[src/hdl/dmarq_pkg.sv]
`default_nettype none
package dmarq_pkg;
    localparam int NUM_CH = 2;
    localparam int PTR_W = 16;
    localparam int CNT_W = 16;
    // register map, byte offsets
    localparam logic [7:0] OFF_CTRL = 8'h00;
    localparam logic [7:0] OFF_SRC = 8'h04;
    localparam logic [7:0] OFF_DST = 8'h08;
    localparam logic [7:0] OFF_RELOAD = 8'h0c;
    localparam logic [7:0] OFF_PTR = 8'h10;
    localparam logic [7:0] OFF_CNT = 8'h14;
    localparam logic [7:0] OFF_SWTRIG = 8'h40;
    localparam int CH_SEL_BIT = 5;
    // control register fields
    localparam int BIT_EN = 0;
    localparam int BIT_REQ = 1;
    localparam int SEL_LSB = 2;
    localparam int SEL_W = 3;
    localparam int BIT_FWD_DST = 5;
    // reset values
    localparam logic [2:0] RST_SEL = 3'h0;
    localparam logic [15:0] RST_WORD = 16'h0000;
    // trigger source codes
    localparam logic [2:0] SEL_SW = 3'h0;
    localparam logic [2:0] SEL_EXT_FALL = 3'h1;
    localparam logic [2:0] SEL_EXT_RISE = 3'h2;
    localparam logic [2:0] SEL_EXT_BOTH = 3'h3;
    localparam logic [15:0] PTR_STEP = 16'h0001;
    localparam logic [1:0] RESP_OKAY = 2'h0;
    localparam logic [1:0] RESP_SLVERR = 2'h2;
    localparam int FIFO_DEPTH = 16;

    typedef enum logic [2:0] {
        R_CTRL = 3'b000,
        R_SRC = 3'b001,
        R_DST = 3'b010,
        R_RELOAD = 3'b011,
        R_PTR = 3'b100,
        R_CNT = 3'b101,
        R_SWTRIG = 3'b110,
        R_NONE = 3'b111
    } dmarq_reg_t;

    typedef enum logic [1:0] {
        ARB_IDLE = 2'b00,
        ARB_CPU = 2'b01
    } dmarq_arb_t;

    typedef struct packed {
        dmarq_reg_t kind;
        logic ch;
    } dmarq_dec_t;

    typedef struct packed {
        logic ch;
        logic [PTR_W-1:0] addr;
        logic [CNT_W-1:0] remain;
    } dmarq_xfer_t;
endpackage
`default_nettype wire

[src/hdl/dmarq_top.sv]
// The implementer's own choices: the address map and the AXI4-Lite register port.
`default_nettype none
module dmarq_top #(
    parameter int NPER = 4,
    parameter int DEPTH = dmarq_pkg::FIFO_DEPTH
) (
    // clock and reset
    input wire logic aclk,
    input wire logic aresetn,
    // register bus
    input wire logic awvalid,
    output logic awready,
    input wire logic [31:0] awaddr,
    input wire logic [2:0] awprot,
    input wire logic wvalid,
    output logic wready,
    input wire logic [31:0] wdata,
    input wire logic [3:0] wstrb,
    output logic bvalid,
    input wire logic bready,
    output logic [1:0] bresp,
    input wire logic arvalid,
    output logic arready,
    input wire logic [31:0] araddr,
    input wire logic [2:0] arprot,
    output logic rvalid,
    input wire logic rready,
    output logic [31:0] rdata,
    output logic [1:0] rresp,
    // request sources
    input wire logic [NPER-1:0] periph_irq,
    input wire logic [1:0] external_irq_pin,
    // bus sharing with the cpu
    input wire logic cpu_access_done,
    output logic cpu_slot,
    // transfer items to the mover
    output logic xfer_valid,
    input wire logic xfer_ready,
    output dmarq_pkg::dmarq_xfer_t xfer_item
);
    localparam int XW = $bits(dmarq_pkg::dmarq_xfer_t);
    localparam int CH_BIT = dmarq_pkg::CH_SEL_BIT;

    function automatic dmarq_pkg::dmarq_dec_t decode(input logic [31:0] a);
        dmarq_pkg::dmarq_dec_t d;
        logic [7:0] off;
        d.kind = dmarq_pkg::R_NONE;
        d.ch = a[CH_BIT];
        off = {3'h0, a[4:0]};
        if (a[31:8] != 24'h000000 || a[1:0] != 2'h0) begin
            d.kind = dmarq_pkg::R_NONE;
        end else if (a[7:0] == dmarq_pkg::OFF_SWTRIG) begin
            d.kind = dmarq_pkg::R_SWTRIG;
        end else if (a[7:6] != 2'h0) begin
            d.kind = dmarq_pkg::R_NONE;
        end else if (off == dmarq_pkg::OFF_CTRL) begin
            d.kind = dmarq_pkg::R_CTRL;
        end else if (off == dmarq_pkg::OFF_SRC) begin
            d.kind = dmarq_pkg::R_SRC;
        end else if (off == dmarq_pkg::OFF_DST) begin
            d.kind = dmarq_pkg::R_DST;
        end else if (off == dmarq_pkg::OFF_RELOAD) begin
            d.kind = dmarq_pkg::R_RELOAD;
        end else if (off == dmarq_pkg::OFF_PTR) begin
            d.kind = dmarq_pkg::R_PTR;
        end else if (off == dmarq_pkg::OFF_CNT) begin
            d.kind = dmarq_pkg::R_CNT;
        end
        return d;
    endfunction

    function automatic logic [15:0] merge16(input logic [15:0] old, input logic [31:0] nw,
                                            input logic [3:0] strb);
        logic [15:0] m;
        m = old;
        if (strb[0]) begin
            m[7:0] = nw[7:0];
        end
        if (strb[1]) begin
            m[15:8] = nw[15:8];
        end
        return m;
    endfunction

    // bus slave state
    logic aw_have_r;
    logic w_have_r;
    logic [31:0] awaddr_r;
    logic [31:0] wdata_r;
    logic [3:0] wstrb_r;
    logic bvalid_r;
    logic [1:0] bresp_r;
    logic rvalid_r;
    logic [31:0] rdata_r;
    logic [1:0] rresp_r;
    logic wr_fire;
    dmarq_pkg::dmarq_dec_t wdec;
    dmarq_pkg::dmarq_dec_t rdec;

    // channel state
    logic [1:0] en_r;
    logic [1:0] req_r;
    logic [1:0] fwd_dst_r;
    logic [2:0] sel_r [2];
    logic [15:0] src_r [2];
    logic [15:0] dst_r [2];
    logic [15:0] rld_r [2];
    logic [15:0] ptr_r [2];
    logic [15:0] cnt_r [2];
    logic [1:0] trig;
    logic [1:0] sw_trig;
    logic [1:0] wr_ctrl;
    logic [1:0] start;
    logic [1:0] pend;

    // arbiter
    dmarq_pkg::dmarq_arb_t arb_r;
    logic push;
    logic pick;
    logic fifo_in_ready;
    dmarq_pkg::dmarq_xfer_t push_item;

    // write channel: address and data taken in either order
    assign awready = !aw_have_r && !bvalid_r;
    assign wready = !w_have_r && !bvalid_r;
    assign wr_fire = aw_have_r && w_have_r && !bvalid_r;
    assign wdec = decode(awaddr_r);
    assign bvalid = bvalid_r;
    assign bresp = bresp_r;

    always_ff @(posedge aclk) begin
        if (!aresetn) begin
            aw_have_r <= 1'b0;
            w_have_r <= 1'b0;
            awaddr_r <= 32'h00000000;
            wdata_r <= 32'h00000000;
            wstrb_r <= 4'h0;
            bvalid_r <= 1'b0;
            bresp_r <= dmarq_pkg::RESP_OKAY;
        end else begin
            if (awvalid && awready) begin
                aw_have_r <= 1'b1;
                awaddr_r <= awaddr;
            end
            if (wvalid && wready) begin
                w_have_r <= 1'b1;
                wdata_r <= wdata;
                wstrb_r <= wstrb;
            end
            if (wr_fire) begin
                aw_have_r <= 1'b0;
                w_have_r <= 1'b0;
                bvalid_r <= 1'b1;
                bresp_r <= (wdec.kind == dmarq_pkg::R_NONE || wdec.kind == dmarq_pkg::R_PTR ||
                            wdec.kind == dmarq_pkg::R_CNT) ? dmarq_pkg::RESP_SLVERR
                                                           : dmarq_pkg::RESP_OKAY;
            end else if (bready) begin
                bvalid_r <= 1'b0;
            end
        end
    end

    // read channel
    assign arready = !rvalid_r;
    assign rvalid = rvalid_r;
    assign rdata = rdata_r;
    assign rresp = rresp_r;
    assign rdec = decode(araddr);

    always_ff @(posedge aclk) begin
        if (!aresetn) begin
            rvalid_r <= 1'b0;
            rdata_r <= 32'h00000000;
            rresp_r <= dmarq_pkg::RESP_OKAY;
        end else if (arvalid && arready) begin
            rvalid_r <= 1'b1;
            rresp_r <= dmarq_pkg::RESP_OKAY;
            rdata_r <= 32'h00000000;
            case (rdec.kind)
                // enable shows activity; flag mostly reads 0 once served
                dmarq_pkg::R_CTRL: rdata_r <= {26'h0000000, fwd_dst_r[rdec.ch], sel_r[rdec.ch],
                                               req_r[rdec.ch], en_r[rdec.ch]};
                dmarq_pkg::R_SRC: rdata_r <= {16'h0000, src_r[rdec.ch]};
                dmarq_pkg::R_DST: rdata_r <= {16'h0000, dst_r[rdec.ch]};
                dmarq_pkg::R_RELOAD: rdata_r <= {16'h0000, rld_r[rdec.ch]};
                dmarq_pkg::R_PTR: rdata_r <= {16'h0000, ptr_r[rdec.ch]};
                dmarq_pkg::R_CNT: rdata_r <= {16'h0000, cnt_r[rdec.ch]};
                dmarq_pkg::R_SWTRIG: rdata_r <= 32'h00000000;
                default: rresp_r <= dmarq_pkg::RESP_SLVERR;
            endcase
        end else if (rready) begin
            rvalid_r <= 1'b0;
        end
    end

    // per-channel state
    genvar c;
    generate
        for (c = 0; c < dmarq_pkg::NUM_CH; c++) begin : g_ch
            logic wr_sel;
            logic wr_kind_ok;
            assign wr_sel = wr_fire && wdec.ch == 1'(c);
            assign wr_kind_ok = wr_sel && wstrb_r[0];
            assign wr_ctrl[c] = wr_kind_ok && wdec.kind == dmarq_pkg::R_CTRL;
            assign sw_trig[c] = wr_fire && wdec.kind == dmarq_pkg::R_SWTRIG && wstrb_r[0] &&
                                wdata_r[c];
            assign start[c] = push && pick == 1'(c);

            dmarq_trig #(
                .NPER(NPER)
            ) u_trig (
                .aclk(aclk),
                .aresetn(aresetn),
                .sel(sel_r[c]),
                .periph_irq(periph_irq),
                .external_irq_pin(external_irq_pin[c]),
                .sw_trig(sw_trig[c]),
                .trig(trig[c])
            );

            // set wins over both clears; a write of 1 leaves the flag alone
            always_ff @(posedge aclk) begin
                if (!aresetn) begin
                    req_r[c] <= 1'b0;
                end else begin
                    req_r[c] <= (req_r[c] && !start[c] &&
                                 !(wr_ctrl[c] && !wdata_r[dmarq_pkg::BIT_REQ]))
                                || trig[c];
                end
            end

            // changing the source may fake an edge; software clears after
            always_ff @(posedge aclk) begin
                if (!aresetn) begin
                    sel_r[c] <= dmarq_pkg::RST_SEL;
                    fwd_dst_r[c] <= 1'b0;
                end else if (wr_ctrl[c]) begin
                    sel_r[c] <= wdata_r[dmarq_pkg::SEL_LSB +: dmarq_pkg::SEL_W];
                    fwd_dst_r[c] <= wdata_r[dmarq_pkg::BIT_FWD_DST];
                end
            end

            always_ff @(posedge aclk) begin
                if (!aresetn) begin
                    src_r[c] <= dmarq_pkg::RST_WORD;
                    dst_r[c] <= dmarq_pkg::RST_WORD;
                    rld_r[c] <= dmarq_pkg::RST_WORD;
                end else if (wr_kind_ok || (wr_sel && wstrb_r[1])) begin
                    if (wdec.kind == dmarq_pkg::R_SRC) begin
                        src_r[c] <= merge16(src_r[c], wdata_r, wstrb_r);
                    end else if (wdec.kind == dmarq_pkg::R_DST) begin
                        dst_r[c] <= merge16(dst_r[c], wdata_r, wstrb_r);
                    end else if (wdec.kind == dmarq_pkg::R_RELOAD) begin
                        rld_r[c] <= merge16(rld_r[c], wdata_r, wstrb_r);
                    end
                end
            end

            // enable, pointer and counter; an enable write of 1 always restarts
            always_ff @(posedge aclk) begin
                if (!aresetn) begin
                    en_r[c] <= 1'b0;
                    ptr_r[c] <= dmarq_pkg::RST_WORD;
                    cnt_r[c] <= dmarq_pkg::RST_WORD;
                end else if (wr_ctrl[c] && wdata_r[dmarq_pkg::BIT_EN]) begin
                    en_r[c] <= 1'b1;
                    ptr_r[c] <= wdata_r[dmarq_pkg::BIT_FWD_DST] ? dst_r[c] : src_r[c];
                    cnt_r[c] <= rld_r[c];
                end else if (wr_ctrl[c]) begin
                    en_r[c] <= 1'b0;
                end else if (start[c]) begin
                    ptr_r[c] <= ptr_r[c] + dmarq_pkg::PTR_STEP;
                    cnt_r[c] <= (cnt_r[c] == 16'h0000) ? 16'h0000 : cnt_r[c] - 16'h0001;
                    if (cnt_r[c] <= 16'h0001) begin
                        en_r[c] <= 1'b0;
                    end
                end
            end
        end
    endgenerate

    // arbitration: one channel transfer, then one cpu access
    assign pend = en_r & req_r;
    assign pick = !pend[0];
    assign push = arb_r == dmarq_pkg::ARB_IDLE && pend != 2'b00 && fifo_in_ready;
    assign cpu_slot = arb_r == dmarq_pkg::ARB_CPU;
    assign push_item.ch = pick;
    assign push_item.addr = ptr_r[pick];
    assign push_item.remain = cnt_r[pick];

    always_ff @(posedge aclk) begin
        if (!aresetn) begin
            arb_r <= dmarq_pkg::ARB_IDLE;
        end else begin
            case (arb_r)
                dmarq_pkg::ARB_IDLE: begin
                    if (push) begin
                        arb_r <= dmarq_pkg::ARB_CPU;
                    end
                end
                default: begin
                    if (cpu_access_done) begin
                        arb_r <= dmarq_pkg::ARB_IDLE;
                    end
                end
            endcase
        end
    end

    dmarq_fifo #(
        .WIDTH(XW),
        .DEPTH(DEPTH)
    ) u_fifo (
        .aclk(aclk),
        .aresetn(aresetn),
        .in_valid(push),
        .in_ready(fifo_in_ready),
        .in_data(push_item),
        .out_valid(xfer_valid),
        .out_ready(xfer_ready),
        .out_data(xfer_item)
    );
endmodule
`default_nettype wire

[src/hdl/dmarq_fifo.sv]
`default_nettype none
module dmarq_fifo #(
    parameter int WIDTH = 33,
    parameter int DEPTH = 16
) (
    // clock and reset
    input wire logic aclk,
    input wire logic aresetn,
    // fill side
    input wire logic in_valid,
    output logic in_ready,
    input wire logic [WIDTH-1:0] in_data,
    // drain side
    output logic out_valid,
    input wire logic out_ready,
    output logic [WIDTH-1:0] out_data
);
    localparam int AW = $clog2(DEPTH);
    logic [WIDTH-1:0] mem [DEPTH];
    logic [AW-1:0] wr_r;
    logic [AW-1:0] rd_r;
    logic [AW:0] count_r;
    logic out_valid_r;
    logic [WIDTH-1:0] out_data_r;
    logic push;
    logic pop;

    assign in_ready = count_r < (AW+1)'(DEPTH);
    assign push = in_valid && in_ready;
    // output register refills whenever it is empty or being taken
    assign pop = (count_r != '0) && (!out_valid_r || out_ready);
    assign out_valid = out_valid_r;
    assign out_data = out_data_r;

    always_ff @(posedge aclk) begin
        if (push) begin
            mem[wr_r] <= in_data;
        end
    end

    always_ff @(posedge aclk) begin
        if (!aresetn) begin
            wr_r <= '0;
            rd_r <= '0;
            count_r <= '0;
        end else begin
            if (push) begin
                wr_r <= (wr_r == AW'(DEPTH - 1)) ? '0 : wr_r + 1'b1;
            end
            if (pop) begin
                rd_r <= (rd_r == AW'(DEPTH - 1)) ? '0 : rd_r + 1'b1;
            end
            count_r <= count_r + (AW+1)'(push) - (AW+1)'(pop);
        end
    end

    always_ff @(posedge aclk) begin
        if (!aresetn) begin
            out_valid_r <= 1'b0;
            out_data_r <= '0;
        end else if (pop) begin
            out_valid_r <= 1'b1;
            out_data_r <= mem[rd_r];
        end else if (out_ready) begin
            out_valid_r <= 1'b0;
        end
    end
endmodule
`default_nettype wire

[src/hdl/dmarq_trig.sv]
`default_nettype none
module dmarq_trig #(
    parameter int NPER = 4
) (
    // clock and reset
    input wire logic aclk,
    input wire logic aresetn,
    // source selection and inputs
    input wire logic [2:0] sel,
    input wire logic [NPER-1:0] periph_irq,
    input wire logic external_irq_pin,
    input wire logic sw_trig,
    // request: one-cycle pulse for pin edges and software, peripheral line level passed through
    output logic trig
);
    logic pin_prev_r;
    logic rise;
    logic fall;

    always_ff @(posedge aclk) begin
        if (!aresetn) begin
            pin_prev_r <= 1'b0;
        end else begin
            pin_prev_r <= external_irq_pin;
        end
    end

    assign rise = external_irq_pin && !pin_prev_r;
    assign fall = !external_irq_pin && pin_prev_r;

    always_comb begin
        case (sel)
            dmarq_pkg::SEL_SW: trig = sw_trig;
            dmarq_pkg::SEL_EXT_FALL: trig = fall;
            dmarq_pkg::SEL_EXT_RISE: trig = rise;
            dmarq_pkg::SEL_EXT_BOTH: trig = rise || fall;
            // peripheral line taken the same cycle its interrupt flag would set
            default: trig = periph_irq[sel[1:0]];
        endcase
    end
endmodule
`default_nettype wire

[config.mk]
export PLATFORM = sky130hd
export DESIGN_NAME = dmarq_top
export DESIGN_NICKNAME = d
export VERILOG_FILES = /design/src/hdl/dmarq_pkg.sv /design/src/hdl/dmarq_top.sv /design/src/hdl/dmarq_fifo.sv /design/src/hdl/dmarq_trig.sv
export SDC_FILE = /design/constraint.sdc
export NUM_CORES = 1
export LEC_CHECK = 0
export ABC_AREA = 1
export BUFFER_PORTS_ARGS = -buffer_cell sky130_fd_sc_hd__buf_2
export CAP_MARGIN = 20
export CORE_MARGIN = 3
export CORE_UTILIZATION = 50
export DETAILED_ROUTE_END_ITERATION = 12
export GPL_TIMING_DRIVEN = 1
export PLACE_DENSITY = 0.7
export SYNTH_ARGS = -nofsm -noshare
export SYNTH_HDL_FRONTEND = slang
export SYNTH_SLANG_ARGS = --single-unit
[constraint.sdc]
create_clock -name aclk -period 2.8 [get_ports aclk]
set_input_delay 0.42 -clock aclk [delete_from_list [all_inputs] [get_ports aclk]]
set_output_delay 0.42 -clock aclk [all_outputs]
set_load 0.01 [all_outputs]
* After elaboration in Yosys (flattened, before gate mapping)
Memories as Yosys holds them, arrays and structs flattened. A register that Yosys moved wholly into a read port is not among the register bits.
Index checks and enable logic that the tools add are counted.
** Storage, ports and cells
- Register bits :: 114
- RAM bits :: 694
- Input bits :: 121
- Output and inout bits :: 76
- Logic and storage cells :: 373
- Memories :: 7
** Memories
- u_fifo.mem :: depth 16, width 33, read ports 1, clocked after memory_dff 1, wr ports 1, RTL line dmarq_fifo.sv:19 : logic [WIDTH-1:0] mem [DEPTH];
- cnt_r :: depth 2, width 16, read ports 4, clocked after memory_dff 0, wr ports 2, RTL line dmarq_top.sv:109 : logic [15:0] cnt_r [2];
- dst_r :: depth 2, width 16, read ports 3, clocked after memory_dff 0, wr ports 2, RTL line dmarq_top.sv:106 : logic [15:0] dst_r [2];
- ptr_r :: depth 2, width 16, read ports 4, clocked after memory_dff 0, wr ports 2, RTL line dmarq_top.sv:108 : logic [15:0] ptr_r [2];
- rld_r :: depth 2, width 16, read ports 3, clocked after memory_dff 0, wr ports 2, RTL line dmarq_top.sv:107 : logic [15:0] rld_r [2];
- src_r :: depth 2, width 16, read ports 3, clocked after memory_dff 0, wr ports 2, RTL line dmarq_top.sv:105 : logic [15:0] src_r [2];
- +1 memories
** Cells by class
- $add $sub $neg :: 8
- $lt $le $gt $ge :: 6
- Eq/ne operators :: 35
- Mux-type cells :: 181
- Bitwise logic cells :: 19
- Reduce and logical (&&, ||, !) cells :: 94
** Operators by type and width (number)
- 8-bit two-way mux :: 60
- 16-bit two-way mux :: 18
- 16-bit one-hot mux with 6 select lines :: 1
- 1-bit two-way mux :: 71
- 3-bit two-way mux :: 16
- 24-bit nonzero test :: 2
- 1-bit logical AND :: 37
- 16-bit by 1-bit adder with 16-bit output, second input constant :: 2
- 16-bit by 1-bit <= comparator with 1-bit output, second input constant :: 2
- 16-bit zero test :: 2
- 16-bit by 1-bit subtractor with 16-bit output, second input constant :: 2
- 3-bit by 2-bit == test with 1-bit output, second input constant :: 8
- 3-bit == test, second input constant :: 7
- 5-bit by 4-bit == test with 1-bit output, second input constant :: 4
- 5-bit == test, second input constant :: 4
- 2-bit two-way mux :: 9
- 2-bit nonzero test :: 9
- 8-bit by 7-bit == test with 1-bit output, second input constant :: 2
- 1-bit zero test :: 16
- 1-bit OR :: 16
- 3-bit by 1-bit == test with 1-bit output, second input constant :: 4
- 3-bit zero test :: 4
- 3-bit nonzero test :: 4
- 1-bit logical OR :: 11
- 21 further kinds :: 32

* Longest topological paths before layout
- Depth in word-level cells :: 18
- Mapped depth :: 15
- Gate-level depth less buffers :: 14

* Hierarchy
A second synthesis with hierarchy kept.
** Unflattened totals
- Cell total of the unflattened synthesis :: 3991
- Area total of the unflattened synthesis :: 37891.3 µm²
** By module, submodules not included
- dmarq_fifo :: instances 1, cells each 2254, area an instance 24076.8 µm², sequential area each 16796.1 µm²
- dmarq_top :: instances 1, cells each 1677, area an instance 13504.2 µm², sequential area each 6566.3 µm²
- dmarq_trig :: instances 2, cells each 30, area an instance 155.1 µm², sequential area each 20.0 µm²

* Worst setup path before layout
No wires, ideal clock.
- Kind :: register -> register
- Start :: register awaddr_r[0]
- End :: memory cnt_r[0][0] (enable)
- Setup time :: 0.431 ns
- Data arrival time :: 2.598 ns
- Data required time :: 2.369 ns
- Setup slack :: -0.229 ns
- Stages on the path, launching flop included :: 8
- Buffers on the path :: 0
- Period minus slack after synthesis :: 3.029 ns
- Cell sequence :: dfxtp_1 -> nor2_1 -> nand3_1 -> nor2_1 -> a21oi_4 -> nor2_2 -> nand3_2 -> o211ai_1
** RTL lines
- start, declared :: RTL line dmarq_top.sv:88 : logic [31:0] awaddr_r;
- start signal, assigned :: RTL line dmarq_top.sv:143 : awaddr_r <= awaddr;
- end, declared :: RTL line dmarq_top.sv:109

* Worst setup path after layout
- Start :: register u_fifo.count_r[2]
- End :: register u_fifo.count_r[4]
** On the way
- Longest elaborated chain between the ends :: 5
- Elaborated cells between the ends (all ways) :: 7
- Those cells by class :: add/sub (2); order compare (1); reduce/logical (4)
** Ends and longest elaborated chain
- start, declared :: RTL line dmarq_fifo.sv:22 : logic [AW:0] count_r;
- start signal, assigned :: RTL line dmarq_fifo.sv:53 : count_r <= count_r + (AW+1)'(push) - (AW+1)'(pop);
- 5-bit < comparator :: RTL line dmarq_fifo.sv:28 : assign in_ready = count_r < (AW+1)'(DEPTH);
- 1-bit logical AND :: RTL line dmarq_top.sv:285 : assign push = arb_r == dmarq_pkg::ARB_IDLE && pend != 2'b00 && fifo_in_ready;
- 1-bit logical AND :: RTL line dmarq_fifo.sv:29 : assign push = in_valid && in_ready;
- 5-bit by 1-bit adder with 5-bit output :: RTL line dmarq_fifo.sv:53
- 5-bit by 1-bit subtractor with 5-bit output * :: RTL line dmarq_fifo.sv:53
Mark *: on every way between the ends. The rest lies on a longest branch, timed or not.
A chain may end at the register's enable or synchronous reset.

==> flow_summary.ini <==
[yosys]
synthCells = 3342
synth_top_area_share_pct = 58.4
synth_area_leaders = edfxtp_1, dfxtp_1, nor2_1
synth-compound-area-share_pct = 12.9
yosys_warnings = 0
synth_fa_ha_area_share_pct = 0.862
avgSynthCellArea_um2 = 10.7
synth_edf_count = 694
synth_seq_cells = 822
synth.area.mux_share_pct = 0.926
yosys_most_used_dff = edfxtp_1
async_flop_share_pct = 0
synthXorXnorAreaFrac_pct = 1.20
synth.cell_area_um2 = 35700
yosys.area_share.simple_pct = 13.9
synth_top_family_by_area = simple AND/OR/NAND/NOR gates
ys_seq_area_share_pct = 65.6
yosysTopAreaCell = edfxtp_1
synth_cell_types = 51

[critical_path]
cp-start-kind = register
path_class = register to register
reg2regPathDepth = 14
arrival_ps = 2970
crit_path_max_fanout = 3
endpoint_kind = register
worstPathRequired_ps = 3330

[die]
fp.dieH_um = 273
die_x_um = 273
io_pins = 197
start_util_pct = 50.7
row_count = 97
core_um2 = 70400
die_area_um2 = 74600

[place]
preCtsSetupSlack_ps = 83.8
port_buffers = 154
place_congestion = 0.978
dpl.hpwl_um = 57900
placedCellCount = 4353
place_area_um2 = 38100

[sta]
rsz0062_at_grt = false
fin_crit_sh_pct = 87.2
relSlewSlack_pct = 37.6
timing.final.ws_setup_ps = 357
fin_worst_skew_ps = 28.8
period_needed_ps = 2440
drv_slew = 0
finalHoldViolations = 0
setup_viol = 0
fmax_mhz = 409
tightest_slew_ps = 934

[finish]
syn2layout_area_growth_pct = 14.9
seqCellArea_um2 = 23400
antenna_cells = 0
multi_input_area_um2 = 10900
nFillCells = 5740
final_area_um2 = 41000
layout.cells.non_filler = 4519
drive_gt1_share_pct = 13.7
nNetsFinal = 3652

[clocking]
cts_made_buffers = 86
cts.clk_slew.worst_paths_ps = 60
htree_levels = 3
cts_sinks = 822
cts_tree = built
clk_latency_ps = 650
cts_buffer_depth = 3
cts_resized = 0
ctsRootBufferMaster = clkbuf_16

[drt]
wl_um = 95000
viasPerCell = 5.71
drt_first_pass_iters = 7
vias = 25800
ant_nets = 0
drtIter0Drc = 3129
wl_per_cell_um = 21.0
drcViolationCount = 0

[power_and_ir_drop]
p_leak_uw = 0.0149
vdd.ir_drop.worst_v = 0.000634
power_density_nw_per_um2 = 766

[hold_path]
hold_depth = 3
hold_class = input pin to register

[outcome]
status = completed

[flow_run]
cap_viol_max_count = 0

[global_route]
grt_pass1_wl_um = 144000
gr-usage-all-layers_pct = 25.2
grt_max_degree = 179
antenna_found_initial = 0
grt_pass1_vias = 24400
grt_overflow_total = 0
==> timing repair <==
item / in CTS / in global routing
buffers inserted: 0 / 2
endpoints found under the hold margin: 4 / 0
hold buffers: 4 / 0
setup endpoints to repair: 0 / 32
==> cell usage in the layout (no fill, tap or decap), types with 5 or more instances in the layout <==
cell type,count
nand3_1,108
or2_2,7
inv_2,23
clkinv_1,14
a41oi_1,13
buf_2,152
a221oi_1,20
edfxtp_1,694
clkbuf_8,10
mux2i_1,33
o21ai_1,30
buf_4,93
nand2_1,373
o221ai_1,46
o21ai_0,456
nor2_1,624
o211ai_1,21
nor4_1,5
clkbuf_1,22
inv_1,135
clkbuf_16,87
nor2_4,23
nand2_2,7
nor2_2,11
dfxtp_1,125
buf_12,26
clkinv_2,19
bufinv_16,7
xnor2_1,8
or2_1,6
nand4_1,16
nor3_1,19
conb_1,18
ha_1,23
o22ai_1,98
o2111ai_1,8
a21oi_1,111
xor2_1,41
==> cell type report <==
cell class / count / area share, %
clock buffers: 120 / 5.86
clock inverters: 40 / 1.17
inverters: 168 / 1.55
multi-input cells: 2152 / 26.5
flip-flops and latches: 822 / 57.1
well taps: 940 / 2.87
repair buffers: 277 / 4.98
==> sequential cells by signal, summed over array words and instances, names as in the netlist, 32 cells and up <==
name             flops
dst_r               32
src_r               32
ptr_r               32
cnt_r               32
rld_r               32
awaddr_r            32
u_fifo.mem         528
u_fifo.out_data     33
==> cell families (layout without fill, tap and decap cells) <==
logic type               after synthesis  count (layout)
XOR/XNOR                              49              49
buffers and inverters                385             605
adder cells (fa/ha/maj)               24              24
multiplexers                          33              33
AND/OR/NAND/NOR                     1213            1213
flip-flops                           822             822
AO/OA/AOI/OAI                        815             815
other                                  1              18
==> through the flow <==
| step | setup TNS (ps) | utilization (%) | power, uW | hold slack, ps |
|---|---|---|---|---|
| 3_5_place_dp | 0 | 54.1 | 20100 | 436 |
| 3_3_place_gp | 0 | 54.0 | 20000 | 433 |
| 2_1_floorplan | -7240 | - | 18100 | 419 |
| 6_report | 0 | 58.3 | 31400 | 30.3 |
| 5_1_grt | 0 | 58.3 | 32800 | 28.0 |
| 4_1_cts | 0 | 58.2 | 31500 | 1.14 |
==> path summary, 6_finish.rpt <==
kind / startpoint / endpoint / slack (ps)
hold reg to reg: awaddr_r[10] / awaddr_r[10] / 450
setup reg to reg: u_fifo.count_r[2] / u_fifo.count_r[4] / 360
hold / removal: awaddr[26] / awaddr_r[26] / 30
setup / recovery: u_fifo.count_r[2] / u_fifo.count_r[4] / 360
==> synthesized netlist by cell type, drive strengths merged (41+ instances only) <==
| cell type | instances |
|---|---|
| edfxtp | 694 |
| clkbuf | 146 |
| o221ai | 46 |
| inv | 160 |
| buf | 71 |
| dfxtp | 128 |
| a21oi | 112 |
| o21ai | 486 |
| o22ai | 98 |
| xor2 | 41 |
| nor2 | 658 |
| nand2 | 380 |
| nand3 | 111 |
==> power breakdown <==
group	switching, uW	internal [uW]	leakage, uW
sequential	391	13700	0.00761
clock	4800	6710	0.00141
combinational	3930	1900	0.00587
==> worst max-delay path, cell delays in order (launching register included) <==
cell     delay, ps
dfxtp_1        310
inv_1           80
ha_1           160
nand3_1         70
nor2_1         180
nor2_4          50
ha_1           290
inv_1           60
ha_1           150
inv_1           60
fa_1           420
o21ai_0        190
a21oi_1        110
o21ai_0        170
a21oi_1         50
==> per-layer routing <==
layer	vias to the layer above	global-route usage, %	wire length [um]
met2	1174	41.6	45300
met3	221	3.83	7240
li1	12100	-	-
met4	0	10.8	4220
met5	-	0	0
met1	12200	33.2	38200
(Power assumes the default switching activity.)
